**src/logic/mbr_pkg.sv**
```systemverilog
package mbr_pkg;

  // --------------------------------------------------------------------
  // Sizes
  // --------------------------------------------------------------------
  localparam int unsigned DATA_W    = 32;
  localparam int unsigned PHYS_REGS = 31;
  localparam int unsigned PHYS_W    = 5;
  localparam int unsigned ARCH_W    = 4;
  localparam int unsigned SAVED_CNT = 5;

  // --------------------------------------------------------------------
  // Architectural register indices
  // --------------------------------------------------------------------
  localparam logic [3:0] IDX_LAST_SHARED = 4'h7;
  localparam logic [3:0] IDX_FIRST_BANK  = 4'h8;
  localparam logic [3:0] IDX_LAST_FAST   = 4'hc;
  localparam logic [3:0] IDX_STACK_PTR   = 4'hd;
  localparam logic [3:0] IDX_LINK        = 4'he;
  localparam logic [3:0] IDX_PROG_CNT    = 4'hf;

  // --------------------------------------------------------------------
  // Physical slots of the banked copies
  // --------------------------------------------------------------------
  localparam logic [4:0] PHYS_FAST_BASE = 5'h10;
  localparam logic [4:0] PHYS_FAST_SP   = 5'h15;
  localparam logic [4:0] PHYS_NIRQ_SP   = 5'h17;
  localparam logic [4:0] PHYS_SUPV_SP   = 5'h19;
  localparam logic [4:0] PHYS_ABRT_SP   = 5'h1b;
  localparam logic [4:0] PHYS_UNDF_SP   = 5'h1d;

  // --------------------------------------------------------------------
  // Mode codes and status word layout
  // --------------------------------------------------------------------
  localparam logic [4:0] MODE_USER = 5'h10;
  localparam logic [4:0] MODE_FAST = 5'h11;
  localparam logic [4:0] MODE_NIRQ = 5'h12;
  localparam logic [4:0] MODE_SUPV = 5'h13;
  localparam logic [4:0] MODE_ABRT = 5'h17;
  localparam logic [4:0] MODE_UNDF = 5'h1b;
  localparam logic [4:0] MODE_SYST = 5'h1f;

  localparam int unsigned MODE_LSB  = 0;
  localparam int unsigned CTRL_MSB  = 7;
  localparam int unsigned FLAGS_LSB = 28;
  localparam logic [31:0] STATUS_RESET = 32'h0000_00d3;

  // --------------------------------------------------------------------
  // Carriers
  // --------------------------------------------------------------------
  typedef struct packed {
    logic       en;
    logic [3:0] idx;
  } mbr_rd_req_t;

  typedef struct packed {
    logic        en;
    logic [3:0]  idx;
    logic [31:0] data;
  } mbr_wr_req_t;

  typedef struct packed {
    logic        en;
    logic [4:0]  mode;
    logic [31:0] ret_addr;
  } mbr_exc_req_t;

  typedef struct packed {
    logic        en;
    logic [31:0] data;
  } mbr_status_wr_t;

  // --------------------------------------------------------------------
  // Bank mapping
  // --------------------------------------------------------------------
  function automatic logic [4:0] mbr_phys(input logic [4:0] mode, input logic [3:0] idx);
    logic [4:0] base;
    base = 5'h0;
    if (idx <= IDX_LAST_SHARED || idx == IDX_PROG_CNT)
      return {1'b0, idx};
    if (mode == MODE_FAST && idx <= IDX_LAST_FAST)
      return PHYS_FAST_BASE + 5'({1'b0, idx - IDX_FIRST_BANK});
    if (idx <= IDX_LAST_FAST)
      return {1'b0, idx};
    case (mode)
      MODE_FAST: base = PHYS_FAST_SP;
      MODE_NIRQ: base = PHYS_NIRQ_SP;
      MODE_SUPV: base = PHYS_SUPV_SP;
      MODE_ABRT: base = PHYS_ABRT_SP;
      MODE_UNDF: base = PHYS_UNDF_SP;
      default:   base = {1'b0, IDX_STACK_PTR};
    endcase
    return base + 5'(idx == IDX_LINK);
  endfunction

  // Slot of the saved status word; the top bit flags that the mode has one.
  function automatic logic [3:0] mbr_saved_sel(input logic [4:0] mode);
    case (mode)
      MODE_FAST: return 4'h8;
      MODE_NIRQ: return 4'h9;
      MODE_SUPV: return 4'ha;
      MODE_ABRT: return 4'hb;
      MODE_UNDF: return 4'hc;
      default:   return 4'h0;
    endcase
  endfunction

endpackage

```
**src/logic/mbr_mem.sv**
```systemverilog
`timescale 1ns/100ps

module mbr_mem
  import mbr_pkg::*;
#(
  parameter int unsigned W     = 32,
  parameter int unsigned DEPTH = 31,
  parameter int unsigned AW    = 5
)
(
  input  wire logic          i_clk,
  input  wire logic          i_reset_n,
  input  wire logic          i_wa_en,
  input  wire logic [AW-1:0] i_wa_addr,
  input  wire logic [W-1:0]  i_wa_data,
  input  wire logic          i_wb_en,
  input  wire logic [AW-1:0] i_wb_addr,
  input  wire logic [W-1:0]  i_wb_data,
  input  wire logic [AW-1:0] i_ra_addr,
  input  wire logic [AW-1:0] i_rb_addr,
  output logic      [W-1:0]  o_ra_data,
  output logic      [W-1:0]  o_rb_data
);

  logic [W-1:0] mem_q [DEPTH];
  logic [W-1:0] mem_d [DEPTH];
  logic [W-1:0] ra_d;
  logic [W-1:0] rb_d;

  // ------------------------------------------------------------------
  // Storage; port b wins when both ports hit one entry.
  // ------------------------------------------------------------------
  genvar g;
  generate
    for (g = 0; g < DEPTH; g++) begin : g_entry
      always_comb
      begin
        mem_d[g] = mem_q[g];
        if (i_wa_en && i_wa_addr == AW'(g))
          mem_d[g] = i_wa_data;
        if (i_wb_en && i_wb_addr == AW'(g))
          mem_d[g] = i_wb_data;
      end

      always_ff @(posedge i_clk)
      begin
        mem_q[g] <= mem_d[g];
      end
    end
  endgenerate

  // ------------------------------------------------------------------
  // Registered read ports.
  // ------------------------------------------------------------------
  always_comb
  begin
    ra_d = (32'(i_ra_addr) < DEPTH) ? mem_q[i_ra_addr] : '0;
    rb_d = (32'(i_rb_addr) < DEPTH) ? mem_q[i_rb_addr] : '0;
  end

  always_ff @(posedge i_clk or negedge i_reset_n)
  begin
    if (!i_reset_n)
    begin
      o_ra_data <= '0;
      o_rb_data <= '0;
    end
    else
    begin
      o_ra_data <= ra_d;
      o_rb_data <= rb_d;
    end
  end

endmodule // mbr_mem

```
**src/logic/mbr_regfile.sv**
```systemverilog
`timescale 1ns/100ps

module mbr_regfile
  import mbr_pkg::*;
(
  input  wire logic                    i_clk,
  input  wire logic                    i_reset_n,
  input  wire mbr_pkg::mbr_rd_req_t    i_rd_a,
  input  wire mbr_pkg::mbr_rd_req_t    i_rd_b,
  input  wire mbr_pkg::mbr_wr_req_t    i_wr,
  input  wire logic                    i_call_en,
  input  wire logic [31:0]             i_call_ret_addr,
  input  wire mbr_pkg::mbr_exc_req_t   i_exc,
  input  wire logic                    i_restore,
  input  wire mbr_pkg::mbr_status_wr_t i_status_wr,
  output logic      [31:0]             o_rd_a_data,
  output logic      [31:0]             o_rd_b_data,
  output logic      [31:0]             o_status,
  output logic      [31:0]             o_saved_status,
  output logic                         o_privileged
);
  import mbr_pkg::*;

  logic [4:0]  mode;
  logic [31:0] saved_q [SAVED_CNT];
  logic [31:0] saved_d [SAVED_CNT];
  logic [31:0] status_d;
  logic [31:0] saved_out_d;
  logic [3:0]  cur_sel;
  logic [3:0]  exc_sel;
  logic [3:0]  nxt_sel;
  logic        wb_en;
  logic [4:0]  wb_addr;
  logic [31:0] wb_data;

  assign mode    = o_status[MODE_LSB +: 5];
  assign cur_sel = mbr_saved_sel(mode);
  assign exc_sel = mbr_saved_sel(i_exc.mode);

  // ------------------------------------------------------------------
  // Physical storage and mapped ports.
  // ------------------------------------------------------------------
  // Link writes use port b: the exception's new mode, else the current.
  always_comb
  begin
    wb_en   = i_exc.en || i_call_en;
    wb_addr = i_exc.en ? mbr_phys(i_exc.mode, IDX_LINK) : mbr_phys(mode, IDX_LINK);
    wb_data = i_exc.en ? i_exc.ret_addr : i_call_ret_addr;
  end

  mbr_mem #(
    .W     (DATA_W),
    .DEPTH (PHYS_REGS),
    .AW    (PHYS_W)
  ) u_mem (
    .i_clk     (i_clk),
    .i_reset_n (i_reset_n),
    .i_wa_en   (i_wr.en),
    .i_wa_addr (mbr_phys(mode, i_wr.idx)),
    .i_wa_data (i_wr.data),
    .i_wb_en   (wb_en),
    .i_wb_addr (wb_addr),
    .i_wb_data (wb_data),
    .i_ra_addr (mbr_phys(mode, i_rd_a.idx)),
    .i_rb_addr (mbr_phys(mode, i_rd_b.idx)),
    .o_ra_data (o_rd_a_data),
    .o_rb_data (o_rd_b_data)
  );

  // ------------------------------------------------------------------
  // Status and saved status words.
  // ------------------------------------------------------------------
  // Priority: exception entry, then return, then software write.
  always_comb
  begin
    status_d = o_status;
    for (int i = 0; i < SAVED_CNT; i++)
      saved_d[i] = saved_q[i];
    if (i_exc.en && exc_sel[3])
    begin
      saved_d[exc_sel[2:0]] = o_status;
      status_d = {o_status[31:5], i_exc.mode};
    end
    else if (i_restore && cur_sel[3])
      status_d = saved_q[cur_sel[2:0]];
    else if (i_status_wr.en)
    begin
      // User mode may only change the condition flags.
      if (mode == MODE_USER)
        status_d = {i_status_wr.data[31:FLAGS_LSB], o_status[FLAGS_LSB-1:0]};
      else
        status_d = i_status_wr.data;
    end
    nxt_sel     = mbr_saved_sel(status_d[MODE_LSB +: 5]);
    saved_out_d = nxt_sel[3] ? saved_d[nxt_sel[2:0]] : '0;
  end

  always_ff @(posedge i_clk or negedge i_reset_n)
  begin
    if (!i_reset_n)
    begin
      o_status       <= STATUS_RESET;
      o_saved_status <= '0;
      o_privileged   <= 1'b1;
      for (int i = 0; i < SAVED_CNT; i++)
        saved_q[i] <= '0;
    end
    else
    begin
      o_status       <= status_d;
      o_saved_status <= saved_out_d;
      o_privileged   <= status_d[MODE_LSB +: 5] != MODE_USER;
      for (int i = 0; i < SAVED_CNT; i++)
        saved_q[i] <= saved_d[i];
    end
  end
endmodule // mbr_regfile

```
**config.mk**
```make
export PLATFORM = sky130hd
export DESIGN_NAME = mbr_regfile
export DESIGN_NICKNAME = d
export VERILOG_FILES = /design/src/logic/mbr_pkg.sv /design/src/logic/mbr_mem.sv /design/src/logic/mbr_regfile.sv
export SDC_FILE = /design/constraint.sdc
export NUM_CORES = 2
export LEC_CHECK = 0
export BUFFER_PORTS_ARGS = -buffer_cell sky130_fd_sc_hd__buf_2
export CAP_MARGIN = 20
export CORE_UTILIZATION = 45
export CTS_BUF_LIST = sky130_fd_sc_hd__clkbuf_4 sky130_fd_sc_hd__clkbuf_8
export DETAILED_ROUTE_END_ITERATION = 6
export PLACE_DENSITY_LB_ADDON = 0.15
export SLEW_MARGIN = 20
export SYNTH_ARGS = -nofsm -noshare
export SYNTH_HDL_FRONTEND = slang
export SYNTH_SLANG_ARGS = --single-unit
```
**constraint.sdc**
```tcl
create_clock -name i_clk -period 15 [get_ports i_clk]
set_input_delay 2.25 -clock i_clk [delete_from_list [all_inputs] [get_ports i_clk]]
set_output_delay 2.25 -clock i_clk [all_outputs]
set_load 0.1 [all_outputs]
```
==> run_results.csv <==
group,metric,value,unit
status,status,"finished with violations",
status,violations,"design-rule violations",
floorplanning,dieArea,0.147,mm²
yosys,synth_cells,5424,
run,maxCapViolations,0,
pwr,switchingPower,4.85,mW
grt,grt_pass1_vias,48000,
finish,final_cell_area,0.0727,mm²
yosys,synth_area,0.0654,mm²
cts,cts-htree-levels,4,
cts,cts_setup_buffers,0,
finish,fin_cells,7540,
floorplanning,core,0.144,mm²
placed_design,gp_congestion,0.838,
yosys,synth_cell_types,75,
route,wl,241000,µm
route,route.detailed.drc,42,
pwr,power,12.1,mW
cts,cts.sinks,1281,
finish,fin_nets,5588,
yosys,yosysTopAreaCellShare,0.456,
placed_design,dpl_cell_area,0.0681,mm²
cts,cts_resized,0,
floorplanning,io_pins,283,
yosys,synth_most_common_cell,"edfxtp_1",
placed_design,numPortBuffers,280,
pwr,internal_power,7.28,mW
floorplanning,initial_utilization,0.454,
finish,syn2layout_area_growth,11.3,%
sta,setup_viol,0,
grt,grt_pass1_wl,339000,µm
route,first_pass_iters,7,
grt,antenna_found_initial,29,
grt,grt_usage,0.320,
route,wl_per_cell,31.9,µm
placed_design,hpwlAfterDp,135000,µm
sta,period_share,0.435,
yosys,synthTopCellsByArea,"edfxtp_1 46%, dfrtp_1 11%, mux2_2 9.4%",
sta,timing.final.hold_violations,0,
yosys,syn_avg_cell_area,12.0,µm²
sta,holdWs,0.500,ns
sta,finalSetupTns,0,ns
finish,final_core_util,0.506,
yosys,synth_edf_count,992,
route,drtIter0Drc,5952,
grt,overflow,0,
cts,clk_pin_slew,0.06,ns
pwr,power_density,167,mW/mm²
yosys,ys_async_sr_fraction,0.226,
placed_design,placed_cells,7111,
pwr,clkPwrFrac,0.273,
critical_path,critical_path_class,"primary input to register",
cts,cts-root-buf,"clkbuf_8",
pwr,pwr-share-comb,0.342,
floorplanning,die_w,383,µm
yosys,synth_seq_area_share,0.567,
cts,cts_buffers,220,
route,via_per_inst,6.53,
cts,clk-insertion-delay-late,0.99,ns
placed_design,pre_cts_ws,7.73,ns
yosys,yosysTopAreaCell,"edfxtp_1",
cts,clockBufferDepth,3,
floorplanning,std_cell_rows,139,
pwr,p_sw_frac,0.400,
critical_path,arrival,7.39,ns
cts,cts_tree,"yes",
route,ant_nets,0,
pwr,ir_worst_vdd,0.145,mV
cts,hold_buffers,0,
yosys,postSynthNetCount,5582,
grt,grt_max_degree,149,
critical_path,critPathRequiredTime,15.87,ns
sta,slew_viol_final,0,
floorplanning,die_y,383,µm
sta,slew_headroom,0.199,
hold_path,hold_path_class,"register to register",
finish,drive_gt1_frac,0.255,
critical_path,crit_path_end_kind,"register",
sta,fmaxAchievable,153,MHz
sta,min_period,6.52,ns
critical_path,critPathLaunchType,"primary input",
yosys,synth-main-ff-cell,"edfxtp_1",
route,vias,49200,
sta,final.setup.worst_slack,8.48,ns
yosys,ys_ff_latch,1281,
yosys,ys_warn_count,0,
sta,finalClockSkew,0.0555,ns
sta,grt_setup_unrepaired,"no",
pwr,seq_power_share,0.385,
yosys,synthTopCellsByCount,"992 x edfxtp_1, 819 x nand2_1, 599 x mux2i_1",
sta,worst_slew_pin_slew,1.20,ns
pwr,cellLeakagePower,27.3,nW
critical_path,cp_max_fo,140,
-- cell type report --
| cell class | count | area (µm²) |
|---|---|---|
| Antenna cell | 13 | 32.5 |
| Clock buffer | 334 | 4040 |
| Clock inverter | 82 | 538 |
| Fill cell | 12700 | 71100 |
| Inverter | 12 | 45.0 |
| Multi-Input combinational cell | 3514 | 26300 |
| Sequential cell | 1281 | 37000 |
| Tap cell | 1903 | 2380 |
| Timing Repair Buffer | 401 | 2390 |
-- power groups by stage --
stage | clock network (mW) | logic, mW | registers, mW
2_1_floorplan | 0 | 1.97 | 5.59
3_3_place_gp | 0 | 4.05 | 4.71
3_5_place_dp | 0 | 4.09 | 4.73
4_1_cts | 3.35 | 4.10 | 4.66
5_1_grt | 3.50 | 4.30 | 4.72
6_report | 3.31 | 4.14 | 4.67
-- path summary, 6_finish.rpt --
kind | start | endpoint | slack, ns | cells after the start
min in group asynchronous | i_reset_n | o_saved_status[13] | 1.30 | 1
worst min register to register | saved_q[139] | saved_q[139] | 0.50 | 2
worst max register to register | o_status[2] | u_mem.mem_q[6][28] | 8.84 | 12
worst max-delay path | i_rd_b[0] | u_mem.o_rb_data[19] | 8.48 | 10
max in group asynchronous | i_reset_n | u_mem.o_rb_data[16] | 11.99 | 2
worst min-delay path | saved_q[139] | saved_q[139] | 0.50 | 2
-- flip-flops by register name (all words and copies together) (netlist names) --
register	flops
o_privileged	1
o_saved_status	32
u_mem.o_ra_data	32
u_mem.o_rb_data	32
saved_q	160
u_mem.mem_q	992
o_status	32
-- critical path, cell delays in order --
cell       delay [ns]
buf_4            0.71
a2111oi_0        0.26
nor2b_1          0.30
and2_4           0.60
buf_12           0.76
buf_12           0.70
mux2i_1          0.28
o22ai_1          0.11
or4_1            0.65
o22a_1           0.23
-- cells in the final DEF, fill, tap and decap left out, types with 31 or more instances in the layout --
| cell type | n |
|---|---|
| or4_1 | 59 |
| mux2_2 | 548 |
| dfrtp_1 | 283 |
| and3_1 | 31 |
| a32o_1 | 58 |
| buf_2 | 277 |
| o221ai_1 | 33 |
| nand2_1 | 796 |
| o22ai_1 | 224 |
| buf_4 | 118 |
| a21oi_1 | 147 |
| clkinv_1 | 45 |
| nand4_1 | 47 |
| mux2i_1 | 599 |
| o21ai_0 | 46 |
| a31oi_1 | 41 |
| edfxtp_1 | 992 |
| nor2_1 | 88 |
| clkbuf_8 | 245 |
| a21o_1 | 61 |
| nand3_1 | 159 |
| a21boi_0 | 59 |
| a211oi_1 | 100 |
| a32oi_1 | 95 |
| clkbuf_4 | 89 |
-- per-layer routing --
| layer | track usage | part of all wire |
|---|---|---|
| met2 | 0.497 | 0.45 |
| met5 | 0 | 0.00051 |
| met3 | 0.0739 | 0.10 |
| met4 | 0.139 | 0.042 |
| met1 | 0.429 | 0.40 |
-- kinds of logic after synthesis --
group           count (synthesis)  share of synthesized area
flops                        1281                      0.567
compound gates               1043                      0.116
fa+ha+maj                       4                   0.000766
mux                          1151                      0.188
xor+xnor                        9                    0.00121
simple gates                 1307                     0.0886
buf+inv                       629                     0.0399
Power figures use the tool's default switching activity.
